==> src/design/cml_regs.svh <==
// constants for the configuration and mode latch bank
// assumes inclusion by bare name from design and bench files
`ifndef CML_REGS_SVH
`define CML_REGS_SVH

// ====================================================
// command byte layout
`define CML_CMD_W        8
`define CML_CMD_VAL_BIT  7
`define CML_CMD_ADDR_MSB 6
`define CML_CMD_ADDR_LSB 1
`define CML_ADDR_W       6

// ====================================================
// latch map
`define CML_CFG_COUNT    56
`define CML_MODE_BASE    6'h38
`define CML_MODE_COUNT   8
`define CML_GAIN_LSB     40
`define CML_GAIN_W       8
`define CML_OSC_LSB      48
`define CML_OSC_W        2
`define CML_TAMPER_BIT   53
`define CML_MODE_BANK    0
`define CML_MODE_CHAN_SEL 4
`define CML_MODE_SWAP    7
`define CML_OSC_CODE_UP  2'h1
`define CML_OSC_CODE_DN  2'h2

// ====================================================
// read burst
`define CML_RECORDS      8
`define CML_REC_W        3
`define CML_REC_HALF     3'h4
`define CML_RECORD_W     32

`endif

==> src/design/cml_pkg.sv <==
// types shared by the latch bank and its record sequencer
// assumes nothing beyond a SystemVerilog compiler
package cml_pkg;
  // ====================================================
  // oscillator correction as seen by the clock generator
  typedef enum logic [1:0] {CML_OSC_NONE, CML_OSC_RAISE, CML_OSC_LOWER} cml_osc_type;
  // read burst sequencer states
  typedef enum logic {CML_SEQ_IDLE, CML_SEQ_READ} cml_seq_type;
endpackage

==> src/design/cml_record_order.sv <==
// record order sequencer for one read burst
// assumes strobes are one-cycle pulses synchronous to clk_i
`timescale 1ns/1ps
`include "cml_regs.svh"

module cml_record_order
  import cml_pkg::*;
#(
  parameter int RECORDS = `CML_RECORDS
) (
  input  wire logic                  clk_i,
  input  wire logic                  rst_i,
  input  wire logic                  ce_i,
  input  wire logic                  swap_req_i,
  input  wire logic                  read_start_i,
  input  wire logic                  read_abort_i,
  input  wire logic                  record_adv_i,
  output logic                       reading_o,
  output logic                       swap_pending_o,
  output logic [`CML_REC_W-1:0]      record_index_o
);
  // ====================================================
  // elaboration check
  if (RECORDS != `CML_RECORDS) begin : g_bad_records
    $error("record count must equal the eight-record burst");
  end

  // ====================================================
  // state
  cml_seq_type             state_reg, state_next;
  logic [`CML_REC_W-1:0]   count_reg, count_next;
  logic                    pend_reg, pend_next;
  logic                    swap_reg, swap_next;
  wire                     last_rec = (count_reg == `CML_REC_W'(RECORDS - 1));

  // next state: a start takes the pending swap and consumes it
  always_comb begin
    state_next = state_reg;
    count_next = count_reg;
    swap_next  = swap_reg;
    pend_next  = pend_reg | swap_req_i;
    unique case (state_reg)
      CML_SEQ_IDLE: begin
        if (read_start_i) begin
          state_next = CML_SEQ_READ;
          count_next = '0;
          swap_next  = pend_reg;
          pend_next  = swap_req_i;
        end
      end
      CML_SEQ_READ: begin
        if (read_abort_i) begin
          state_next = CML_SEQ_IDLE;
        end else if (record_adv_i) begin
          count_next = count_reg + 1'b1;
          if (last_rec) begin
            state_next = CML_SEQ_IDLE;
          end
        end
      end
    endcase
  end

  // registers, frozen while the clock enable is low
  always_ff @(posedge clk_i or posedge rst_i) begin
    if (rst_i) begin
      state_reg <= CML_SEQ_IDLE;
      count_reg <= '0;
      pend_reg  <= 1'b0;
      swap_reg  <= 1'b0;
    end else if (ce_i) begin
      state_reg <= state_next;
      count_reg <= count_next;
      pend_reg  <= pend_next;
      swap_reg  <= swap_next;
    end
  end

  // swapped order flips the half: 5..8 then 1..4
  assign record_index_o = swap_reg ? (count_reg ^ `CML_REC_HALF) : count_reg;
  assign reading_o      = (state_reg == CML_SEQ_READ);
  assign swap_pending_o = pend_reg;
endmodule

==> src/design/cml_latch_bank.sv <==
// configuration and mode latch bank written by single-bit command bytes
// assumes the serial shifter delivers whole bytes with a one-cycle strobe
`timescale 1ns/1ps
`include "cml_regs.svh"

// What this block does
// - Latches 40 to 47 hold an unsigned gain trim for the secondary current channel.
// - Latches 48 and 49 hold the oscillator trim: 1 raises, 2 lowers, 0 and 3 do nothing.
// - Latch 53 picks the tamper threshold, 0 the coarse and 1 the fine one.
// - There are exactly 56 configuration latches, each set by its own command.
// - Power-on reset clears the configuration latches and a remote reset leaves them.
// - Seven mode signals (bits 0 to 6) are kept and shown in one 32-bit record word; bit 7 reads zero.
// - Power-on reset clears the mode signals and a remote reset leaves them.
// - Mode signals are written with the same command byte format as configuration.
// - Mode bit 0 is the oscillator start-up bank and drives that path when set.
// - Mode bit 4 routes current channel 2 instead of 1 while tamper detection is off.
// - With tamper off and the select bit clear, channel 1 is the current source.
// - Command for mode bit 7 reorders the next burst to records 5 to 8 then 1 to 4.
// - The reorder is used once and must be sent again before each burst.
// - A command byte is value bit, six address bits, then a don't-care bit.
// - A read burst offers up to eight 32-bit records in sequence.
module cml_latch_bank
  import cml_pkg::*;
#(
  parameter int CFG_COUNT = `CML_CFG_COUNT
) (
  input  wire logic                       CORE_CLK_I,
  input  wire logic                       RST_I,
  input  wire logic                       CE_I,
  input  wire logic [`CML_CMD_W-1:0]      CMD_BYTE_I,
  input  wire logic                       CMD_VALID_I,
  input  wire logic                       REMOTE_RESET_REQUEST_I,
  input  wire logic                       TAMPER_ENABLE_I,
  input  wire logic                       READ_START_I,
  input  wire logic                       READ_ABORT_I,
  input  wire logic                       RECORD_ADV_I,
  output logic [`CML_CFG_COUNT-1:0]       CONFIG_BITS_O,
  output logic [`CML_GAIN_W-1:0]          SECONDARY_CURRENT_GAIN_TRIM_O,
  output logic [`CML_OSC_W-1:0]           RC_OSCILLATOR_TRIM_O,
  output cml_osc_type                     OSC_CORRECTION_O,
  output logic                            TAMPER_THRESHOLD_SELECT_O,
  output logic [`CML_MODE_COUNT-1:0]      OPERATING_MODE_FLAGS_O,
  output logic [`CML_RECORD_W-1:0]        MODE_RECORD_O,
  output logic                            RC_START_BANK_O,
  output logic                            CURRENT_CHANNEL_SELECT_O,
  output logic                            CURRENT_CH2_ROUTED_O,
  output logic                            READING_O,
  output logic [`CML_REC_W-1:0]           RECORD_INDEX_O
);
  // ====================================================
  // elaboration check
  if (CFG_COUNT != `CML_CFG_COUNT) begin : g_bad_cfg
    $error("configuration latch count must be fifty-six");
  end

  // ====================================================
  // command decode
  wire                     cmd_take = CMD_VALID_I && CE_I;
  wire                     cmd_val  = CMD_BYTE_I[`CML_CMD_VAL_BIT];
  wire [`CML_ADDR_W-1:0]   cmd_addr = CMD_BYTE_I[`CML_CMD_ADDR_MSB:`CML_CMD_ADDR_LSB];
  wire                     is_mode  = (cmd_addr >= `CML_MODE_BASE);
  wire [`CML_REC_W-1:0]    mode_idx = cmd_addr[`CML_REC_W-1:0];
  // bit 7 is a one-shot request, never stored
  wire                     swap_req = cmd_take && is_mode && cmd_val
                                      && (mode_idx == `CML_REC_W'(`CML_MODE_SWAP));

  // ====================================================
  // configuration latches: one per address, cleared only by power-on
  logic [`CML_CFG_COUNT-1:0] cfg_reg;

  for (genvar i = 0; i < `CML_CFG_COUNT; i++) begin : g_cfg
    wire hit = cmd_take && !is_mode && (cmd_addr == `CML_ADDR_W'(i));
    // remote reset deliberately has no path into these flops
    always_ff @(posedge CORE_CLK_I or posedge RST_I) begin
      if (RST_I) begin
        cfg_reg[i] <= 1'b0;
      end else if (hit) begin
        cfg_reg[i] <= cmd_val;
      end
    end
  end

  // ====================================================
  // mode latches 0..6, same byte format; 7 is one-shot
  logic [`CML_MODE_COUNT-1:0] mode_reg;

  for (genvar k = 0; k < `CML_MODE_COUNT; k++) begin : g_mode
    if (k == `CML_MODE_SWAP) begin : g_swap
      assign mode_reg[k] = 1'b0;
    end else begin : g_kept
      wire hit = cmd_take && is_mode && (mode_idx == `CML_REC_W'(k));
      always_ff @(posedge CORE_CLK_I or posedge RST_I) begin
        if (RST_I) begin
          mode_reg[k] <= 1'b0;
        end else if (hit) begin
          mode_reg[k] <= cmd_val;
        end
      end
    end
  end

  // ====================================================
  // field views of the latches
  assign CONFIG_BITS_O                 = cfg_reg;
  assign SECONDARY_CURRENT_GAIN_TRIM_O = cfg_reg[`CML_GAIN_LSB +: `CML_GAIN_W];
  assign RC_OSCILLATOR_TRIM_O          = cfg_reg[`CML_OSC_LSB +: `CML_OSC_W];
  assign TAMPER_THRESHOLD_SELECT_O     = cfg_reg[`CML_TAMPER_BIT];

  // oscillator correction decode, codes 0 and 3 mean none
  assign OSC_CORRECTION_O =
    (RC_OSCILLATOR_TRIM_O == `CML_OSC_CODE_UP) ? CML_OSC_RAISE :
    (RC_OSCILLATOR_TRIM_O == `CML_OSC_CODE_DN) ? CML_OSC_LOWER : CML_OSC_NONE;

  // mode views and the readable record word
  assign OPERATING_MODE_FLAGS_O   = mode_reg;
  assign MODE_RECORD_O            = {{(`CML_RECORD_W - `CML_MODE_COUNT){1'b0}}, mode_reg};
  assign RC_START_BANK_O          = mode_reg[`CML_MODE_BANK];
  assign CURRENT_CHANNEL_SELECT_O = mode_reg[`CML_MODE_CHAN_SEL];
  // channel 2 only with tamper off and select set, else channel 1
  assign CURRENT_CH2_ROUTED_O     = !TAMPER_ENABLE_I && mode_reg[`CML_MODE_CHAN_SEL];

  // ====================================================
  // read order sequencer
  cml_record_order #(
    .RECORDS        (`CML_RECORDS)
  ) u_order (
    .clk_i          (CORE_CLK_I),
    .rst_i          (RST_I),
    .ce_i           (CE_I),
    .swap_req_i     (swap_req),
    .read_start_i   (READ_START_I),
    .read_abort_i   (READ_ABORT_I),
    .record_adv_i   (RECORD_ADV_I),
    .reading_o      (READING_O),
    .swap_pending_o (),
    .record_index_o (RECORD_INDEX_O)
  );
endmodule

==> config.mk <==
export PLATFORM = sky130hd
export DESIGN_NAME = cml_latch_bank
export DESIGN_NICKNAME = d
export VERILOG_FILES = /design/src/design/cml_pkg.sv /design/src/design/cml_record_order.sv /design/src/design/cml_latch_bank.sv
export VERILOG_INCLUDE_DIRS = /design/src /design/src/design
export SDC_FILE = /design/constraint.sdc
export NUM_CORES = 1
export LEC_CHECK = 0
export BUFFER_PORTS_ARGS = -buffer_cell sky130_fd_sc_hd__clkbuf_2
export CORE_UTILIZATION = 32
export CTS_BUF_LIST = sky130_fd_sc_hd__clkbuf_8
export CTS_CLUSTER_SIZE = 25
export DETAILED_ROUTE_END_ITERATION = 10
export SLEW_MARGIN = 20
export SYNTH_ARGS = -nofsm -noshare
export SYNTH_HDL_FRONTEND = slang
export SYNTH_HIERARCHICAL = 1
export SYNTH_SLANG_ARGS = --single-unit
export TNS_END_PERCENT = 20
==> constraint.sdc <==
create_clock -name CORE_CLK_I -period 4.6 [get_ports CORE_CLK_I]
set_clock_uncertainty 0.1 [all_clocks]
set_input_delay 0.23 -clock CORE_CLK_I [delete_from_list [all_inputs] [get_ports CORE_CLK_I]]
set_output_delay 0.23 -clock CORE_CLK_I [all_outputs]
set_load 0.02 [all_outputs]
==> results.yml, run 1 <==
synth:
  synth_most_common_cell: "dfrtp_1"
  ys_top_cells_by_area: "dfrtp_1, mux2_4, buf_4"
  yosys_warnings: 6
  synth_area_um2: 3704
  synth.avg_cell_area_um2: 12.02
  synth.distinct_cells: 33
  synth_area_leader_cell: "dfrtp_1"
  ys_top_cells_by_count: "dfrtp_1, buf_4, nand2_1"
  synthFlopType: "dfrtp_1"
  synth-edff-count: 0
  synthCells: 308
  synth_async_sr_flop_share_pct: 100.0
  ys_seq_area_share_pct: 46.62
  synth_top_area_share_pct: 46.62
  ys_ff_latch: 69
setup_path:
  max_stage_delay_ns: 0.63
  reg2reg_slack_ns: 3.27
  crit_family: "buffers and inverters"
  cp.arrival_ns: 1.90
  path_cells: "clkbuf_2, inv_1, nor3_1, a22o_1"
  cp-end-kind: "register"
  required_ns: 4.78
  path_max_fanout: 45
  crit_path_top_delay_cell: "clkbuf_2"
  critPathBufInv: 2
  path_class: "primary input to register"
  startpoint_type: "primary input"
clock_tree:
  path_clk_slew_ns: 0.07
  clkLatencyLatePin_ns: 0.34
  clk_path_buf_depth: 2
  cts_setup_buffers: 0
  cts_resized: 0
  ctsHtreeMaxLevel: 3
  cts_tree: "yes"
  numCtsBuffers: 9
  clock-sinks: 69
  cts.root.buffer_cell: "clkbuf_8"
routing:
  vias_per_cell: 4.699
  vias: 2481
  drt_iter0_markers: 105
  routedWlPerCell_um: 15.36
  drtPass1Iterations: 4
  drt_wl_total_um: 8110
  postRouteAntennaNets: 0
  drc: 0
floorplanning:
  start_util_pct: 33.43
  rows: 38
  die_y_um: 109.6
  die_w_um: 109.6
  design.core.area_um2: 11080
  die_area_um2: 12010
  ios: 133
timing:
  max_slew_margin_pct: 43.88
  finalMaxSlewViolations: 0
  rsz0062_at_grt: "no"
  worst_pin_slew_ns: 0.8417
  setup_tns_ns: 0
  fmax_mhz: 582.7
  finalHoldViolations: 0
  min_period_ns: 1.716
  fin_crit_sh_pct: 37.31
  setup_viol: 0
cells_and_area:
  drive_above_1_share_pct: 42.27
  nFillCells: 1115
  area_delta_synth_final_pct: 12.84
  largest_reg_flops: 55
  fin_nets: 403
  antenna_cells: 0
global_route:
  grt_max_degree: 64
  grt_remaining_overflow: 0
  antenna_found_initial: 0
  grt_pass1_wl_um: 12880
  grt_pass1_vias: 2444
  track_usage_pct: 14.54
run_status:
  outcome: "finished clean"
power:
  power.density_nw_per_um2: 339.4
  power_mw: 1.418
  vdd_drop_max_v: 0.0001270
  p_leak_nw: 2.193
place:
  portBuffers: 104
  gp_congestion: 0.6646
  dp_hpwl_um: 5415
worst_hold_path:
  holdCritPathClass: "primary input to register"
run:
  maxCapViolCount: 0
## cell type report
| type | instances | area (um2) | area share [%] |
|---|---|---|---|
| sequential | 69 | 1727 | 41.32 |
| clock buffer | 10 | 137.6 | 3.293 |
| timing repair buffer | 106 | 538.0 | 12.87 |
| inverter | 4 | 15.01 | 0.3593 |
| tap | 140 | 175.2 | 4.192 |
| clock inverter | 5 | 21.27 | 0.5090 |
| multi-input combinational | 194 | 1565 | 37.46 |
## placed cells by master, fill, tap and decap left out, types with 10 or more instances in the layout
cell type and count:
clkbuf_2 104, clkbuf_8 10, conb_1 26, dfrtp_1 69
mux2_1 12, mux2_4 31, nand2_1 44, o21ai_0 20
o31ai_1 19
## tightest hold or removal path, cell delays in order
cell      delay, ns
clkbuf_2       0.08
a21oi_1        0.04
nor2b_1        0.10
o21ai_0        0.08
## kinds of logic (layout without fill, tap and decap cells)
| group | after synthesis | in the layout | synth area share [%] |
|---|---|---|---|
| buffers and inverters | 70 | 125 | 13.65 |
| muxes | 46 | 46 | 17.13 |
| adders and majority gates | 2 | 2 | 0.6756 |
| DFF | 69 | 69 | 46.62 |
| xor gates and xnor gates | 1 | 1 | 0.2365 |
| AOI/OAI and AO/OA | 44 | 44 | 7.568 |
| and+or+nand+nor | 75 | 75 | 14.02 |
| other | 1 | 26 | 0.1013 |
## per-layer routing
layer,up-vias,track usage [%],wire [um],part of all wire [%]
li1,1161,-,-,-
met1,1232,18.71,3794,47
met2,79,23.41,3807,47
met3,9,3.616,395,4.9
met4,0,5.810,113,1.4
met5,-,0,0,0
## final timing paths
| kind | from | end | depth (start not counted) |
|---|---|---|---|
| setup / recovery | CMD_BYTE_I[7] | u_order/swap_pending_o | 4 |
| hold / removal | READ_ABORT_I | u_order/reading_o | 4 |
| setup reg to reg | u_order/count_reg[0] | u_order/reading_o | 5 |
| hold reg to reg | CONFIG_BITS_O[36] | CONFIG_BITS_O[36] | 1 |
| max in group asynchronous | RST_I | CONFIG_BITS_O[52] | 4 |
| min in group asynchronous | RST_I | u_order/reading_o | 3 |
## report_power, final
part           switching (mW)  internal, mW  total [mW]  leakage (nW)
Clock                   0.224         0.200       0.424        0.0957
Combinational           0.196         0.106       0.302          1.16
Sequential             0.0344         0.657       0.692         0.938
## metrics by stage
stage	hold WS [ns]	util, %	setup slack, ns	std cells	instance area (um2)
finish	0.1300	37.72	2.884	528	4179
global route	0.1858	37.72	2.625	528	4179
CTS	0.1068	37.72	2.824	528	4179
detailed placement	0.06062	36.20	2.481	512	4010
global placement	0.05701	36.20	2.482	512	4010
floorplan	-0.07904	-	2.700	333	3797
## timing repair
action / CTS / global route
endpoints found under the hold margin: 6 / 0
hold buffers: 1 / 0
setup endpoints to repair: 0 / 0
Note: power is estimated with default switching activity, not from simulation.
==> run 2, diff against run 1 <==
ABC_AREA = 1   (was unset)
clock period = 1.8 ns   (was 4.6 ns; I/O delays follow)
==> results.yml, run 2 <==
timing:
  holdWs_ns: 0.01963
  setup_tns_ns: 0
  setup_viol: 0
  rsz0062_at_grt: "no"
  min_period_ns: 1.577
  fin_crit_sh_pct: 87.58
  finalMaxSlewViolations: 0
  fmax_mhz: 634.3
  finalHoldViolations: 0
routing:
  routedWlPerCell_um: 13.27
  drt_wl_total_um: 10600
  drc: 0
  postRouteAntennaNets: 0
  drt_iter0_markers: 243
  vias_per_cell: 4.603
  vias: 3678
  drtPass1Iterations: 4
global_route:
  grt_pass1_wl_um: 16800
  antenna_found_initial: 0
  grt_remaining_overflow: 0
  grt_max_degree: 64
  grt_pass1_vias: 3274
  track_usage_pct: 16.70
synth:
  ys_top_cells_by_area: "dfrtp_1, nand2_1, buf_4"
  ys_seq_area_share_pct: 42.96
  synth_area_leader_cell: "dfrtp_1"
  ys_top_cells_by_count: "nand2_1, dfrtp_1, nand3_1"
  yosys_warnings: 6
  synth_async_sr_flop_share_pct: 100.0
  synth.distinct_cells: 25
  synth.avg_cell_area_um2: 7.388
  synthFlopType: "dfrtp_1"
  synth-edff-count: 0
  synth_area_um2: 4019
  ys_ff_latch: 69
  synth_most_common_cell: "nand2_1"
  synth_top_area_share_pct: 42.96
  synthCells: 544
power:
  vdd_drop_max_v: 0.0003569
  p_leak_nw: 2.552
  power.density_nw_per_um2: 826.0
clock_tree:
  path_clk_slew_ns: 0.07
  clkLatencyLatePin_ns: 0.35
  cts_tree: "yes"
  clk_path_buf_depth: 2
  clock-sinks: 69
  ctsHtreeMaxLevel: 3
  cts.root.buffer_cell: "clkbuf_8"
  numCtsBuffers: 9
cells_and_area:
  drive_above_1_share_pct: 23.45
  mostFrequentLayoutCell: "nand2_1"
  fin_nets: 647
  area_delta_synth_final_pct: 16.75
  largest_reg_flops: 55
  antenna_cells: 0
  layout_common_cells: "nand2_1, clkbuf_2, dfrtp_1"
setup_path:
  worst_r2r_endpoint: "u_order/count_reg[2]"
  path_class: "primary input to register"
  cp.arrival_ns: 1.77
  required_ns: 2.00
  r2r_cells: 4
  cp-end-kind: "register"
  r2r-start: "u_order/count_reg[1]"
  cp_num_cells: 9
  crit_path_frequent_cell: "nand2_1"
  path_cells: "dlygate4sd3_1, clkbuf_2, nand2_1, inv_1, nand2_2, inv_2, buf_4, nand4_1, nand2_1"
  crit_family: "buffers and inverters"
  critPathBufInv: 5
  crit_start: "CE_I"
  max_stage_delay_ns: 0.53
  crit_end: "CONFIG_BITS_O[10]"
  crit_path_top_delay_cell: "dlygate4sd3_1"
  path_max_fanout: 26
  reg2reg_slack_ns: 0.61
  startpoint_type: "primary input"
floorplanning:
  start_util_pct: 33.18
  rows: 40
  design.core.area_um2: 12110
  die_area_um2: 13010
  die_w_um: 114.1
  ios: 133
  die_y_um: 114.1
place:
  portBuffers: 104
  gp_congestion: 0.7721
  dp_hpwl_um: 7554
run:
  maxCapViolCount: 0
run_status:
  outcome: "finished clean"
worst_hold_path:
  hold_depth: 3
  holdCritPathClass: "primary input to register"
[run 2: worst min-delay path by stage]
stage	start	to	slack [ns]
floorplan	RST_I	u_order/count_reg[0]	-0.22
detailed placement	RST_I	u_order/count_reg[0]	-0.07
finish	READ_START_I	u_order/reading_o	0.02
global route	CMD_VALID_I	u_order/swap_pending_o	0.03
CTS	CMD_VALID_I	u_order/swap_pending_o	0.002
global placement	RST_I	u_order/count_reg[0]	-0.08
[run 2: layout make-up]
| type | instances | area (um2) |
|---|---|---|
| tap | 168 | 210.2 |
| clock buffer | 13 | 178.9 |
| timing repair buffer | 127 | 728.2 |
| sequential | 69 | 1727 |
| fill | 1305 | 7420 |
| inverter | 32 | 120.1 |
| multi-input combinational | 389 | 1723 |
| clock inverter | 1 | 5.005 |
[run 2: worst register-to-register path, stage by stage, from the launching register on]
cell	delay (ns)
dfrtp_1	0.40
ha_2	0.19
ha_2	0.26
nand3_1	0.08
nand2_1	0.05
[run 2: timing repair]
action	in CTS	in global routing
endpoints found under the setup margin	0	1
hold endpoints to repair	74	0
buffers inserted	0	3
hold buffers	5	0
resized for setup	0	2
[run 2: kinds of logic (layout without fill, tap and decap cells)]
family	Yosys count	in the layout	share of synthesized area, %
and+or+nand+nor	328	328	34.99
AOI/OAI and AO/OA	32	32	4.483
DFF	69	69	42.96
buffers and inverters	111	173	16.63
xor gates and xnor gates	1	1	0.2180
adders and majority gates	2	2	0.6226
other	1	26	0.09331
[run 2: metal layers]
| layer | track usage (%) | up-vias | wire length [um] | part of all wire (%) |
|---|---|---|---|---|
| met5 | 0 | - | 0 | 0 |
| met4 | 5.628 | 0 | 159 | 1.5 |
| met3 | 3.970 | 13 | 662 | 6.2 |
| met2 | 26.42 | 130 | 5018 | 47 |
| met1 | 22.41 | 1705 | 4760 | 45 |
| li1 | - | 1830 | - | - |
[run 2: stage by stage]
| stage | util (%) | power [mW] | area [um2] | setup WS, ns | std cells |
|---|---|---|---|---|---|
| after floorplan | - | 2.478 | 4113 | 0.04025 | 569 |
| after global placement | 36.66 | 2.668 | 4441 | 0.3812 | 778 |
| after detailed placement | 36.66 | 2.685 | 4441 | 0.3586 | 778 |
| after CTS | 38.60 | 3.913 | 4674 | 0.02015 | 797 |
| after global routing | 38.74 | 4.082 | 4692 | 0.07580 | 799 |
| final | 38.74 | 3.876 | 4692 | 0.2235 | 799 |
[run 2: report_power, final]
part / total [mW] / leakage, nW / internal (mW) / switching [mW]
logic: 0.899 / 1.54 / 0.264 / 0.635
clock network: 1.20 / 0.0974 / 0.634 / 0.565
registers: 1.78 / 0.910 / 1.68 / 0.0974
